`src/hw/tcc_pkg.sv`:
```
/*
 timer2 capture/compare package: register offsets, field positions, reset values.
 assumes an apb slave with 32-bit data and one aligned word per register.
*/
package tcc_pkg;
    // register byte offsets
    localparam logic [7:0] TIMER_CONTROL_OFF = 8'h00;
    localparam logic [7:0] TIMER_SELECT_OFF = 8'h04;
    localparam logic [7:0] CLOCK_CONTROL_OFF = 8'h08;
    localparam logic [7:0] POWER_MGMT_OFF = 8'h0C;
    localparam logic [7:0] COUNT_OFF = 8'h10;
    localparam logic [7:0] RELOAD_OFF = 8'h14;
    localparam logic [7:0] CAPTURE_EDGE_OFF = 8'h18;
    localparam logic [7:0] IRQ_FLAGS_OFF = 8'h1C;
    localparam logic [7:0] IRQ_ENABLES_OFF = 8'h20;
    localparam logic [7:0] SET_ENABLE_OFF = 8'h24;
    localparam logic [7:0] RESET_TOGGLE_OFF = 8'h28;
    localparam logic [7:0] CAPTURE_BASE_OFF = 8'h30;
    localparam logic [7:0] COMPARE_BASE_OFF = 8'h40;
    localparam logic [7:0] PORT_OFF = 8'h4C;
    // field positions
    localparam int FULL_OVF_POS = 7;
    localparam int RUN_POS = 2;
    localparam int CNT_SEL_POS = 1;
    localparam int FULL_REQ_POS = 7;
    localparam int LOW_REQ_POS = 6;
    localparam int LOW_OVF_POS = 4;
    localparam int RATE_SEL_POS = 5;
    localparam int DIV_HI_POS = 7;
    localparam int DIV_LO_POS = 6;
    localparam int MUL4_POS = 3;
    localparam int TIMER_IE_POS = 7;
    // reset values
    localparam logic [7:0] CTRL_RESET = 8'h00;
    localparam logic [7:0] POWER_RESET = 8'h80;
    localparam logic [7:0] PORT_RESET = 8'hFF;
    localparam logic [15:0] WORD_RESET = 16'h0000;
    // system clock divide counts (clock_rate: machine cycle when rate select = 0)
    localparam logic [9:0] DIV_FULL = 10'h000;
    localparam logic [9:0] DIV_HALF = 10'h001;
    localparam logic [9:0] DIV_QUARTER = 10'h003;
    localparam logic [9:0] DIV_TWELVE = 10'h00B;
    localparam logic [9:0] DIV_SLOW = 10'h3FF;
endpackage : tcc_pkg

```
`src/hw/tcc_timer2.sv`:
```
/*
 timer2 capture/compare block: 16-bit timer/counter, four capture and three compare channels.
 assumes an apb master on clk_in; pins are asynchronous and are synchronised here.
*/
// Decided for this implementation: the register offsets and the APB interface to the registers.
`timescale 1ns/1ns
module tcc_timer2
(
    // clock and reset
    input wire logic clk_in,
    input wire logic reset_n_in,
    // apb slave
    input wire logic psel_in,
    input wire logic penable_in,
    input wire logic pwrite_in,
    input wire logic [7:0] paddr_in,
    input wire logic [31:0] pwdata_in,
    output logic [31:0] prdata_out,
    output logic pready_out,
    output logic pslverr_out,
    // pins
    input wire logic count_pin_in,
    input wire logic [3:0] capture_input_in,
    output logic [7:0] port_out,
    // interrupt requests
    output logic timer_irq_out,
    output logic [6:0] ext_irq_out
);
    // ------------------------------------------------------------
    // registers
    // ------------------------------------------------------------
    logic [7:0] timer_control_reg_q;
    logic [7:0] timer_select_reg_q;
    logic [7:0] clock_control_reg_q;
    logic [7:0] power_management_reg_q;
    logic [7:0] capture_edge_select_q;
    logic [7:0] extended_interrupt_flags_q;
    logic [7:0] extended_interrupt_enables_q;
    logic [7:0] compare_set_enable_q;
    logic [7:0] compare_reset_toggle_enable_q;
    logic [15:0] count_q;
    logic [15:0] reload_q;
    logic [15:0] capture_q [4];
    logic [15:0] compare_q [3];
    logic [5:0] port_latch_q;
    logic [2:0] match_q;
    logic [9:0] div_cnt_q;
    logic [2:0] pre_cnt_q;
    logic [1:0] cnt_sync_q;
    logic cnt_prev_q;
    logic [3:0] cap_sync1_q;
    logic [3:0] cap_sync2_q;
    logic [3:0] cap_prev_q;
    logic [31:0] prdata_q;
    logic pready_q;
    logic pslverr_q;
    logic timer_irq_q;
    logic [6:0] ext_irq_q;

    // ------------------------------------------------------------
    // apb decode
    // ------------------------------------------------------------
    wire access_w = psel_in && penable_in && !pready_q;
    wire wr_w = access_w && pwrite_in;
    wire wr_tc = wr_w && paddr_in == tcc_pkg::TIMER_CONTROL_OFF;
    wire wr_ts = wr_w && paddr_in == tcc_pkg::TIMER_SELECT_OFF;
    wire wr_ck = wr_w && paddr_in == tcc_pkg::CLOCK_CONTROL_OFF;
    wire wr_pm = wr_w && paddr_in == tcc_pkg::POWER_MGMT_OFF;
    wire wr_cnt = wr_w && paddr_in == tcc_pkg::COUNT_OFF;
    wire wr_rl = wr_w && paddr_in == tcc_pkg::RELOAD_OFF;
    wire wr_ce = wr_w && paddr_in == tcc_pkg::CAPTURE_EDGE_OFF;
    wire wr_if = wr_w && paddr_in == tcc_pkg::IRQ_FLAGS_OFF;
    wire wr_ie = wr_w && paddr_in == tcc_pkg::IRQ_ENABLES_OFF;
    wire wr_se = wr_w && paddr_in == tcc_pkg::SET_ENABLE_OFF;
    wire wr_rt = wr_w && paddr_in == tcc_pkg::RESET_TOGGLE_OFF;
    wire wr_port = wr_w && paddr_in == tcc_pkg::PORT_OFF;
    wire [7:0] wb = pwdata_in[7:0];
    wire cap_area = paddr_in[7:4] == tcc_pkg::CAPTURE_BASE_OFF[7:4];
    wire cmp_area = paddr_in[7:4] == tcc_pkg::COMPARE_BASE_OFF[7:4]
                    && paddr_in[3:2] != 2'b11;
    wire [1:0] sub_idx = paddr_in[3:2];

    // ------------------------------------------------------------
    // clock source and prescaler
    // ------------------------------------------------------------
    wire run_w = timer_control_reg_q[tcc_pkg::RUN_POS];
    wire cnt_sel_w = timer_control_reg_q[tcc_pkg::CNT_SEL_POS];
    wire [1:0] sys_div_w = {power_management_reg_q[tcc_pkg::DIV_HI_POS],
                            power_management_reg_q[tcc_pkg::DIV_LO_POS]};
    wire rate_w = clock_control_reg_q[tcc_pkg::RATE_SEL_POS];
    logic [9:0] div_limit;
    always_comb
    begin
        case (sys_div_w)
            2'b11: div_limit = tcc_pkg::DIV_SLOW;
            2'b00: div_limit = power_management_reg_q[tcc_pkg::MUL4_POS] ?
                               tcc_pkg::DIV_FULL : tcc_pkg::DIV_HALF;
            default: div_limit = rate_w ? tcc_pkg::DIV_QUARTER : tcc_pkg::DIV_TWELVE;
        endcase
    end
    wire sys_tick = div_cnt_q >= div_limit;
    wire ext_tick = cnt_prev_q && !cnt_sync_q[1];
    wire src_tick = cnt_sel_w ? ext_tick : sys_tick;
    logic [2:0] pre_mask;
    always_comb
    begin
        case (timer_select_reg_q[1:0])
            2'b00: pre_mask = 3'h0;
            2'b01: pre_mask = 3'h1;
            2'b10: pre_mask = 3'h3;
            default: pre_mask = 3'h7;
        endcase
    end
    wire pre_tick = src_tick && ((pre_cnt_q & pre_mask) == pre_mask);
    wire inc_w = run_w && pre_tick;
    wire [15:0] count_next = count_q + 16'h0001;
    wire low_ovf = inc_w && count_q[7:0] == 8'hFF;
    wire full_ovf = inc_w && count_q == 16'hFFFF;

    // ------------------------------------------------------------
    // capture edges and compare matches
    // ------------------------------------------------------------
    logic [3:0] cap_hit;
    logic [2:0] cmp_hit;
    genvar g;
    generate
        for (g = 0; g < 4; g++)
        begin : g_cap
            wire fall = cap_prev_q[g] && !cap_sync2_q[g];
            wire rise = !cap_prev_q[g] && cap_sync2_q[g];
            assign cap_hit[g] = (fall && capture_edge_select_q[2*g+1]) ||
                                (rise && capture_edge_select_q[2*g]);
        end
        for (g = 0; g < 3; g++)
        begin : g_cmp
            assign cmp_hit[g] = inc_w && count_next == compare_q[g];
        end
    endgenerate

    // port output: toggle flip-flops drive the top two bits
    wire [7:0] port_w = {compare_set_enable_q[7:6], port_latch_q};
    logic [5:0] port_d;
    always_comb
    begin
        port_d = port_latch_q;
        if (wr_port)
        begin
            port_d = wb[5:0];
        end
        if (match_q[0])
        begin
            port_d = port_d | compare_set_enable_q[5:0];
        end
        if (match_q[1])
        begin
            port_d = port_d & ~compare_reset_toggle_enable_q[5:0];
        end
    end

    // ------------------------------------------------------------
    // read mux
    // ------------------------------------------------------------
    logic [31:0] rd_d;
    logic rd_err;
    always_comb
    begin
        rd_d = 32'h0000_0000;
        rd_err = 1'b0;
        if (cap_area)
        begin
            rd_d = {16'h0000, capture_q[sub_idx]};
        end
        else if (cmp_area)
        begin
            rd_d = {16'h0000, compare_q[sub_idx]};
        end
        else
        begin
            case (paddr_in)
                tcc_pkg::TIMER_CONTROL_OFF: rd_d = {24'h00_0000, timer_control_reg_q};
                tcc_pkg::TIMER_SELECT_OFF: rd_d = {24'h00_0000, timer_select_reg_q};
                tcc_pkg::CLOCK_CONTROL_OFF: rd_d = {24'h00_0000, clock_control_reg_q};
                tcc_pkg::POWER_MGMT_OFF: rd_d = {24'h00_0000, power_management_reg_q};
                tcc_pkg::COUNT_OFF: rd_d = {16'h0000, count_q};
                tcc_pkg::RELOAD_OFF: rd_d = {16'h0000, reload_q};
                tcc_pkg::CAPTURE_EDGE_OFF: rd_d = {24'h00_0000, capture_edge_select_q};
                tcc_pkg::IRQ_FLAGS_OFF: rd_d = {24'h00_0000, extended_interrupt_flags_q};
                tcc_pkg::IRQ_ENABLES_OFF: rd_d = {24'h00_0000, extended_interrupt_enables_q};
                tcc_pkg::SET_ENABLE_OFF: rd_d = {24'h00_0000, compare_set_enable_q};
                tcc_pkg::RESET_TOGGLE_OFF: rd_d = {24'h00_0000, compare_reset_toggle_enable_q};
                tcc_pkg::PORT_OFF: rd_d = {24'h00_0000, port_w};
                default: rd_err = 1'b1;
            endcase
        end
    end

    // ------------------------------------------------------------
    // next values of flag registers
    // ------------------------------------------------------------
    logic [7:0] tc_d;
    logic [7:0] ts_d;
    logic [7:0] eif_d;
    logic [7:0] se_d;
    always_comb
    begin
        tc_d = wr_tc ? wb : timer_control_reg_q;
        ts_d = wr_ts ? wb : timer_select_reg_q;
        eif_d = wr_if ? wb : extended_interrupt_flags_q;
        se_d = wr_se ? wb : compare_set_enable_q;
        // hardware sets win over software clears; nothing clears them here
        tc_d[tcc_pkg::FULL_OVF_POS] = tc_d[tcc_pkg::FULL_OVF_POS] | full_ovf;
        ts_d[tcc_pkg::LOW_OVF_POS] = ts_d[tcc_pkg::LOW_OVF_POS] | low_ovf | full_ovf;
        eif_d[3:0] = eif_d[3:0] | cap_hit;
        eif_d[6:4] = eif_d[6:4] | match_q;
        eif_d[7] = 1'b0;
        if (match_q[2])
        begin
            se_d[7:6] = se_d[7:6] ^ compare_reset_toggle_enable_q[7:6];
        end
    end

    wire timer_req = extended_interrupt_enables_q[tcc_pkg::TIMER_IE_POS] &&
        ((timer_select_reg_q[tcc_pkg::LOW_OVF_POS] && timer_select_reg_q[tcc_pkg::LOW_REQ_POS])
        || (timer_control_reg_q[tcc_pkg::FULL_OVF_POS]
        && timer_select_reg_q[tcc_pkg::FULL_REQ_POS]));

    // ------------------------------------------------------------
    // pin synchronisers and dividers
    // ------------------------------------------------------------
    always_ff @(posedge clk_in or negedge reset_n_in)
    begin
        if (!reset_n_in)
        begin
            cnt_sync_q <= 2'b11;
            cnt_prev_q <= 1'b1;
            cap_sync1_q <= 4'h0;
            cap_sync2_q <= 4'h0;
            cap_prev_q <= 4'h0;
        end
        else
        begin
            cnt_sync_q <= {cnt_sync_q[0], count_pin_in};
            cnt_prev_q <= cnt_sync_q[1];
            cap_sync1_q <= capture_input_in;
            cap_sync2_q <= cap_sync1_q;
            cap_prev_q <= cap_sync2_q;
        end
    end

    always_ff @(posedge clk_in or negedge reset_n_in)
    begin
        if (!reset_n_in)
        begin
            div_cnt_q <= 10'h000;
            pre_cnt_q <= 3'h0;
        end
        else
        begin
            div_cnt_q <= sys_tick ? 10'h000 : div_cnt_q + 10'h001;
            pre_cnt_q <= src_tick ? pre_cnt_q + 3'h1 : pre_cnt_q;
        end
    end

    // ------------------------------------------------------------
    // configuration registers
    // ------------------------------------------------------------
    always_ff @(posedge clk_in or negedge reset_n_in)
    begin
        if (!reset_n_in)
        begin
            timer_control_reg_q <= tcc_pkg::CTRL_RESET;
            timer_select_reg_q <= tcc_pkg::CTRL_RESET;
            clock_control_reg_q <= tcc_pkg::CTRL_RESET;
            power_management_reg_q <= tcc_pkg::POWER_RESET;
            capture_edge_select_q <= tcc_pkg::CTRL_RESET;
            extended_interrupt_flags_q <= tcc_pkg::CTRL_RESET;
            extended_interrupt_enables_q <= tcc_pkg::CTRL_RESET;
            compare_set_enable_q <= tcc_pkg::CTRL_RESET;
            compare_reset_toggle_enable_q <= tcc_pkg::CTRL_RESET;
        end
        else
        begin
            timer_control_reg_q <= tc_d;
            timer_select_reg_q <= ts_d;
            clock_control_reg_q <= wr_ck ? wb : clock_control_reg_q;
            power_management_reg_q <= wr_pm ? wb : power_management_reg_q;
            capture_edge_select_q <= wr_ce ? wb : capture_edge_select_q;
            extended_interrupt_flags_q <= eif_d;
            extended_interrupt_enables_q <= wr_ie ? wb : extended_interrupt_enables_q;
            compare_set_enable_q <= se_d;
            compare_reset_toggle_enable_q <= wr_rt ? wb : compare_reset_toggle_enable_q;
        end
    end

    // ------------------------------------------------------------
    // timer state
    // ------------------------------------------------------------
    always_ff @(posedge clk_in or negedge reset_n_in)
    begin
        if (!reset_n_in)
        begin
            count_q <= tcc_pkg::WORD_RESET;
            reload_q <= tcc_pkg::WORD_RESET;
            port_latch_q <= tcc_pkg::PORT_RESET[5:0];
            match_q <= 3'h0;
        end
        else
        begin
            reload_q <= wr_rl ? pwdata_in[15:0] : reload_q;
            count_q <= wr_cnt ? pwdata_in[15:0] : (inc_w ? count_next : count_q);
            port_latch_q <= port_d;
            match_q <= cmp_hit;
        end
    end

    generate
        for (g = 0; g < 4; g++)
        begin : g_cap_reg
            always_ff @(posedge clk_in or negedge reset_n_in)
            begin
                if (!reset_n_in)
                begin
                    capture_q[g] <= tcc_pkg::WORD_RESET;
                end
                else if (cap_hit[g])
                begin
                    capture_q[g] <= count_q;
                end
            end
        end
        for (g = 0; g < 3; g++)
        begin : g_cmp_reg
            always_ff @(posedge clk_in or negedge reset_n_in)
            begin
                if (!reset_n_in)
                begin
                    compare_q[g] <= tcc_pkg::WORD_RESET;
                end
                else if (wr_w && cmp_area && sub_idx == 2'(g))
                begin
                    compare_q[g] <= pwdata_in[15:0];
                end
            end
        end
    endgenerate

    // ------------------------------------------------------------
    // bus answer and outputs
    // ------------------------------------------------------------
    always_ff @(posedge clk_in or negedge reset_n_in)
    begin
        if (!reset_n_in)
        begin
            prdata_q <= 32'h0000_0000;
            pready_q <= 1'b0;
            pslverr_q <= 1'b0;
            port_out <= tcc_pkg::PORT_RESET;
            timer_irq_q <= 1'b0;
            ext_irq_q <= 7'h00;
        end
        else
        begin
            pready_q <= access_w;
            pslverr_q <= access_w && rd_err;
            prdata_q <= (access_w && !pwrite_in) ? rd_d : 32'h0000_0000;
            port_out <= port_w;
            timer_irq_q <= timer_req;
            ext_irq_q <= extended_interrupt_flags_q[6:0] & extended_interrupt_enables_q[6:0];
        end
    end

    assign prdata_out = prdata_q;
    assign pready_out = pready_q;
    assign pslverr_out = pslverr_q;
    assign timer_irq_out = timer_irq_q;
    assign ext_irq_out = ext_irq_q;
endmodule : tcc_timer2

```
`config.mk`:
```
export PLATFORM = sky130hd
export DESIGN_NAME = tcc_timer2
export DESIGN_NICKNAME = d
export VERILOG_FILES = /design/src/hw/tcc_pkg.sv /design/src/hw/tcc_timer2.sv
export SDC_FILE = /design/constraint.sdc
export NUM_CORES = 1
export LEC_CHECK = 0
export BUFFER_PORTS_ARGS = -buffer_cell sky130_fd_sc_hd__clkbuf_2
export CAP_MARGIN = 10
export CORE_MARGIN = 10
export CORE_UTILIZATION = 28
export CTS_CLUSTER_SIZE = 16
export DETAILED_ROUTE_END_ITERATION = 8
export HOLD_SLACK_MARGIN = 0.1
export PLACE_DENSITY = 0.41
export SYNTH_ARGS = -nofsm -noshare
export SYNTH_HDL_FRONTEND = slang
export SYNTH_SLANG_ARGS = --single-unit
export TNS_END_PERCENT = 50
```
`constraint.sdc`:
```
create_clock -name clk_in -period 3.6 [get_ports clk_in]
set_clock_uncertainty 0.1 [all_clocks]
set_input_delay 0.54 -clock clk_in [delete_from_list [all_inputs] [get_ports clk_in]]
set_output_delay 0.54 -clock clk_in [all_outputs]
set_load 0.02 [all_outputs]
```
After elaboration in Yosys (flattened, before gate mapping)
Cells that the tools add are included.

Register bits after elaboration: 302. Input bits: 50. Output and inout bits: 50. Word-level logic and storage cells: 178.

Add/subtract/negate cells: 3. $lt $le $gt $ge: 2. Eq/ne operators: 25. Muxes and demuxes: 29. Bitwise gates (word level): 12. Reductions and logical operators: 71.

Operator list (count): one-hot mux 16 bit (12 select lines) (1); 2-to-1 mux 16 bit (7); binary-select mux 16 bit (select 2 bit) (2); 2-to-1 mux 32 bit (2); logical AND 1 bit (49); equality test 16 bit (3); equality test 8 x 5 -> 1 bit, second input constant (4); equality test 8 x 6 -> 1 bit, second input constant (3); one-hot mux 10 bit (2 select lines) (1); 2-to-1 mux 6 bit (3); adder 16 x 1 -> 16 bit, second input constant (1); equality test 16 bit, second input constant (1); equality test 8 x 4 -> 1 bit, second input constant (2); 2-to-1 mux 8 bit (2); OR reduction 12 bit (1); zero test 1 bit (11); adder 10 x 1 -> 10 bit, second input constant (1); >= comparator 10 bit (1); 2-to-1 mux 10 bit (1); one-hot mux 3 bit (3 select lines) (1); equality test 8 x 3 -> 1 bit, second input constant (1); equality test 8 x 7 -> 1 bit, second input constant (1); equality test 8 bit, second input constant (1); zero test 8 bit (1); other kinds (26) (41).

Longest topological paths before layout
Depth in word-level cells: 9. Depth in mapped cells: 12. Gate-level depth less buffers: 11.

Least setup slack after synthesis
No wires, ideal clock.

Path kind: register -> register. Start point: register power_management_reg_q[7]. End point: register count_q[8]. Setup time: 0.082 ns. Data arrival time: 2.661 ns. Required time: 3.418 ns. Path slack: 0.757 ns. Stages on the path, launching flop included: 13. Path buffers: 1. Period minus slack after synthesis: 2.843 ns. Path through: dfstp_2 inv_1 ha_1 nor2_1 o21ai_0 ha_1 nand2b_1 a21oi_1 o311ai_0 o211ai_1 clkbuf_1 or3_1 a31oi_1.

Longest elaborated chain between the ends: 7. Elaborated cells between the ends (all ways): 8. Classes of those cells: order compare (1); eq/ne (1); mux (2); reduce/logical (4).

RTL lines: from (decl) (RTL line tcc_timer2.sv:35) `logic [7:0] power_management_reg_q;`; from (signal assigned) (RTL line tcc_timer2.sv:274) `power_management_reg_q <= tcc_pkg::POWER_RESET;`; from (signal assigned) (RTL line tcc_timer2.sv:286) `power_management_reg_q <= wr_pm ? wb : power_management_reg_q;`; equality test 2 bit / zero test 2 bit (equally long branches) (RTL line tcc_timer2.sv:94) `case (sys_div_w)`; one-hot mux 10 bit (2 select lines) (*) (RTL line tcc_timer2.sv:94); >= comparator 10 bit (*) (RTL line tcc_timer2.sv:101) `wire sys_tick = div_cnt_q >= div_limit;`; 2-to-1 mux 1 bit (*) (RTL line tcc_timer2.sv:103) `wire src_tick = cnt_sel_w ? ext_tick : sys_tick;`; logical AND 1 bit (*) (RTL line tcc_timer2.sv:114) `wire pre_tick = src_tick && ((pre_cnt_q & pre_mask) == pre_mask);`; logical AND 1 bit (*) (RTL line tcc_timer2.sv:115) `wire inc_w = run_w && pre_tick;`; nonzero test 2 bit (no line) (*); to (signal assigned) (RTL line tcc_timer2.sv:302) `count_q <= tcc_pkg::WORD_RESET;`; to (signal assigned) (RTL line tcc_timer2.sv:310) `count_q <= wr_cnt ? pwdata_in[15:0] : (inc_w ? count_next : count_q);`; to (decl) (RTL line tcc_timer2.sv:41) `logic [15:0] count_q;`.

Mark *: on every way between the ends. The rest lies on a longest branch, timed or not. A chain may end at the register's enable or synchronous reset.

Worst setup path after layout
Start point: register power_management_reg_q[7]. End point: register match_q[2].

Longest elaborated chain between the ends: 7. Elaborated cells between the ends (all ways): 8. Classes of those cells: order compare (1); eq/ne (1); mux (2); reduce/logical (4).

RTL lines: equality test 2 bit / zero test 2 bit (equally long branches) (RTL line tcc_timer2.sv:94); one-hot mux 10 bit (2 select lines) (*) (RTL line tcc_timer2.sv:94); >= comparator 10 bit (*) (RTL line tcc_timer2.sv:101); 2-to-1 mux 1 bit (*) (RTL line tcc_timer2.sv:103); logical AND 1 bit (*) (RTL line tcc_timer2.sv:114); logical AND 1 bit (*) (RTL line tcc_timer2.sv:115); logical AND 1 bit (*) (RTL line tcc_timer2.sv:136) `assign cmp_hit[g] = inc_w && count_next == compare_q[g];`; named net cmp_hit[2] (RTL line tcc_timer2.sv:124) `logic [2:0] cmp_hit;`; to (signal assigned) (RTL line tcc_timer2.sv:312) `match_q <= cmp_hit;`; to (decl) (RTL line tcc_timer2.sv:46) `logic [2:0] match_q;`.

Mark *: on every way through the listed nets, which the timed path passes. The rest lies on a longest branch.

==> metrics.md <==
| Metric | Value |
|---|---|
| Final Non-Filler Cells | 2055 |
| Clock slew at reported path FFs | 0.06 ns |
| Kind of critical path | flip-flop to flip-flop |
| Max FO, Critical Path | 21 |
| Max Fclk | 312 MHz |
| Die width | 248 um |
| Hold path startpoint | pwdata_in[11] |
| #FFs+latches synth | 286 |
| Post-synthesis sequential area ratio | 49.5% |
| Hold Path Sink | compare_q[11] |
| ANT cells | 0 |
| Syn-to-layout area delta | 18.6% |
| Final hold vios | 0 |
| H-tree Lvls | 2 |
| Hold Path Class | input pin to flip-flop |
| Mapped Cells | 1252 |
| Startpoint types | flip-flop |
| Met3 Use GR | 2.58% |
| Slew margin rel. | 25.0% |
| Antenna Nets Post-Route | 0 |
| Largest net degree at the start of global routing | 90 |
| Post-Route WL | 49.4 mm |
| Share of the synthesized area in the top cell type | 46.2% |
| Area contributors post-synth | dfrtp_1 (46%), mux2_2 (15%), dfstp_2 (3.3%) |
| CTS tree | done |
| Hold Crit Depth | 2 |
| Seq. cell area | 0.00718 mm2 |
| Initial Util | 28.3% |
| Via Count | 10.6k |
| CTS buffer count | 36 |
| Clk root buf | clkbuf_16 |
| Netlist cell types | 72 |
| HPWL Detailed | 35.2 mm |
| FILL cells | 5258 |
| Die footprint | 0.0613 mm2 |
| Number of port buffers | 67 |
| Busiest metal layer after global routing | met2 |
| Total grt overflow | 0 |
| Yosys warning total | 0 |
| Reg2Reg Setup Slack | 0.39 ns |
| Layout Nets | 1414 |
| Outcome | finished, final reports clean |
| Unrepaired setup endpoints after global routing | false |
| Final setup viols | 0 |
| Reg2Reg Depth | 12 |
| Routability congestion estimate | 0.872 |
| Final Util | 33.6% |
| CTS Buffer Depth | 3 |
| CP Capture Type | flip-flop |
| Peak VDD IR | 0.321 mV |
| Count leader, synth | dfrtp_1 |
| Post-Syn Area | 0.0145 mm2 |
| Routed WL per cell | 24.0 um |
| Vias in the first global route | 11.0k |
| Met1 Track Usage GR | 22.3% |
| First-pass GRT wire length | 74.4 mm |
| Largest area contributor in the netlist | dfrtp_1 |
| Critical Path RT | 3.93 ns |
| Area occupied by multi-input gates | 0.00690 mm2 |
| Tmin final | 3.21 ns |
| Core Region | 0.0513 mm2 |
| Initial antenna violation count | 0 |
| Share of cells above drive strength 1 | 31.9% |
| Tot GR Track Use | 16.2% |
| Power per cell area | 609 mW/mm2 |
| Site row count | 83 |
| Number of flops mapped to enable cells by yosys | 0 |
| TNS Setup | 0 ns |
| # clock sinks | 286 |
| Drt drc | 0 |
| Max cap viols | 0 |
| IO Pins | 100 |
| Post-synthesis async set-or-reset flop share | 100% |
| Clk_lat worst skew | 0.55 ns |
| Pleak | 7.86 nW |
| Slew of the pin with the lowest slew margin | 1.13 ns |
| Slew Limit Fails | 0 |
| Setup ws final | 0.390 ns |
| Number of vias per cell | 5.15 |
| Synthesized area per cell | 11.6 um2 |
| DRT iter0 DRCs | 782 |
| Synth cell count leaders | dfrtp_1 (268), mux2_2 (192), nand2_1 (83) |
| Pre-CTS setup slack | 0.299 ns |
| Synth Flop Type | dfrtp_1 |
| R2R Path Start | power_management_reg_q[7] |
| First-pass iteration count of the detailed router | 5 |
| Tcrit/Tclk final | 89.2% |
| Die Y | 248 um |
| Reg-to-Reg End | match_q[2] |
| Met2 Usage GRT | 25.5% |
| Inst Count DP | 1983 |
| Crit path arrival time | 3.54 ns |
==> worst max-delay path, cell delays in order, from the launching register on <==
cell and delay [ns]:
dfstp_2 0.58, inv_1 0.07, ha_1 0.30, nor2_1 0.10, o21ai_0 0.09, ha_1 0.27
nand2b_1 0.09, a21oi_1 0.12, o311ai_1 0.33, o211ai_1 0.18, buf_12 0.19, a2111o_1 0.32
a2111oi_2 0.33
==> cell type report <==
class                      instances  area share, %
clock inverter                    13           1.05
timing repair buffer             138           5.49
inverter                          17          0.371
multi-input combinational        868           40.1
clock buffer                      53           6.37
tap                              680           4.94
sequential                       286           41.7
==> through the flow <==
stage	total power, mW	instance area, um2	hold WS [ns]
2_1_floorplan	5.63	14600	0.144
4_1_cts	10.6	17200	0.198
5_1_grt	11.0	17200	0.223
3_3_place_gp	6.65	15900	0.239
3_5_place_dp	6.67	15900	0.239
6_report	10.5	17200	0.230
==> report_power, final <==
part,switching (mW),internal (mW),leakage (nW)
Combinational,1.69,1.18,3.46
Clock,1.46,2.40,0.635
Sequential,0.282,3.46,3.76
==> state kept, by name (all words and copies together), names as in the netlist, 4 cells and up <==
| signal | count |
|---|---|
| div_cnt_q | 10 |
| count_q | 16 |
| prdata_out | 16 |
| power_management_reg_q | 8 |
| compare_reset_toggle_enable_q | 8 |
| capture_edge_select_q | 8 |
| compare_q | 48 |
| cap_sync2_q | 4 |
| capture_q | 64 |
| port_latch_q | 6 |
| clock_control_reg_q | 8 |
| extended_interrupt_enables_q | 8 |
| cap_prev_q | 4 |
| cap_sync1_q | 4 |
| ext_irq_out | 7 |
| timer_control_reg_q | 8 |
| reload_q | 16 |
| timer_select_reg_q | 8 |
| port_out | 8 |
| extended_interrupt_flags_q | 7 |
| compare_set_enable_q | 8 |
==> placed cells by master, fill, tap and decap left out, drive strengths merged, types with 9 or more instances in the layout <==
cell     Yosys  routed
dfstp       18      18
a2111oi     10      10
ha          17      17
and3        17      17
nor2b       19      19
nand4       11      11
nand2       83      83
o21ai       53      53
a22oi       10      10
a21oi       34      34
mux2       192     192
o211ai       9       9
buf         39      67
inv         17      17
conb         1      16
nand3       33      33
nand2b      13      13
mux4        16      16
dfrtp      268     268
a31oi       20      20
and2        13      13
a222oi      10      10
mux2i       36      36
clkbuf      57     118
nor3        15      15
xor2        17      17
xnor2       44      44
nor4        12      12
nor2        63      63
clkinv       0       9
a221oi      11      11
==> worst max-delay path by stage <==
stage                               from    endpoint  slack [ns]  cells past startpoint
6_report       power_management_reg_q[7]  match_q[2]        0.39                     12
4_1_cts        power_management_reg_q[7]  match_q[2]        0.25                     12
5_1_grt        power_management_reg_q[7]  match_q[2]        0.13                     12
3_3_place_gp   power_management_reg_q[7]  match_q[2]        0.32                     12
3_5_place_dp   power_management_reg_q[7]  match_q[2]        0.30                     12
2_1_floorplan  power_management_reg_q[7]  count_q[8]        0.76                     12
==> metal layers <==
layer  routed length (um)  part of all wire, %
met5                    0                    0
met4                 1380                  2.8
met3                 2480                  5.0
met2                22500                   46
met1                23000                   47
==> what timing repair did <==
action	in CTS	in global routing
buffers inserted	0	0
hold buffers	6	0
endpoints found under the setup margin	0	1
gates resized for setup	0	1
hold endpoints to repair	74	0
==> kinds of logic (layout without fill, tap and decap cells) <==
kind of cell             Yosys count  in the layout  synth area share (%)
AO/OA/AOI/OAI                    219            219                  10.5
other                              1             16                0.0258
adder cells (fa/ha/maj)           17             17                  1.47
buffers and inverters            113            221                  3.59
multiplexers                     244            244                  19.9
AND/OR/NAND/NOR                  308            308                  11.0
XOR/XNOR                          64             64                  4.15
flip-flops                       286            286                  49.5
(Power assumes the default switching activity.)
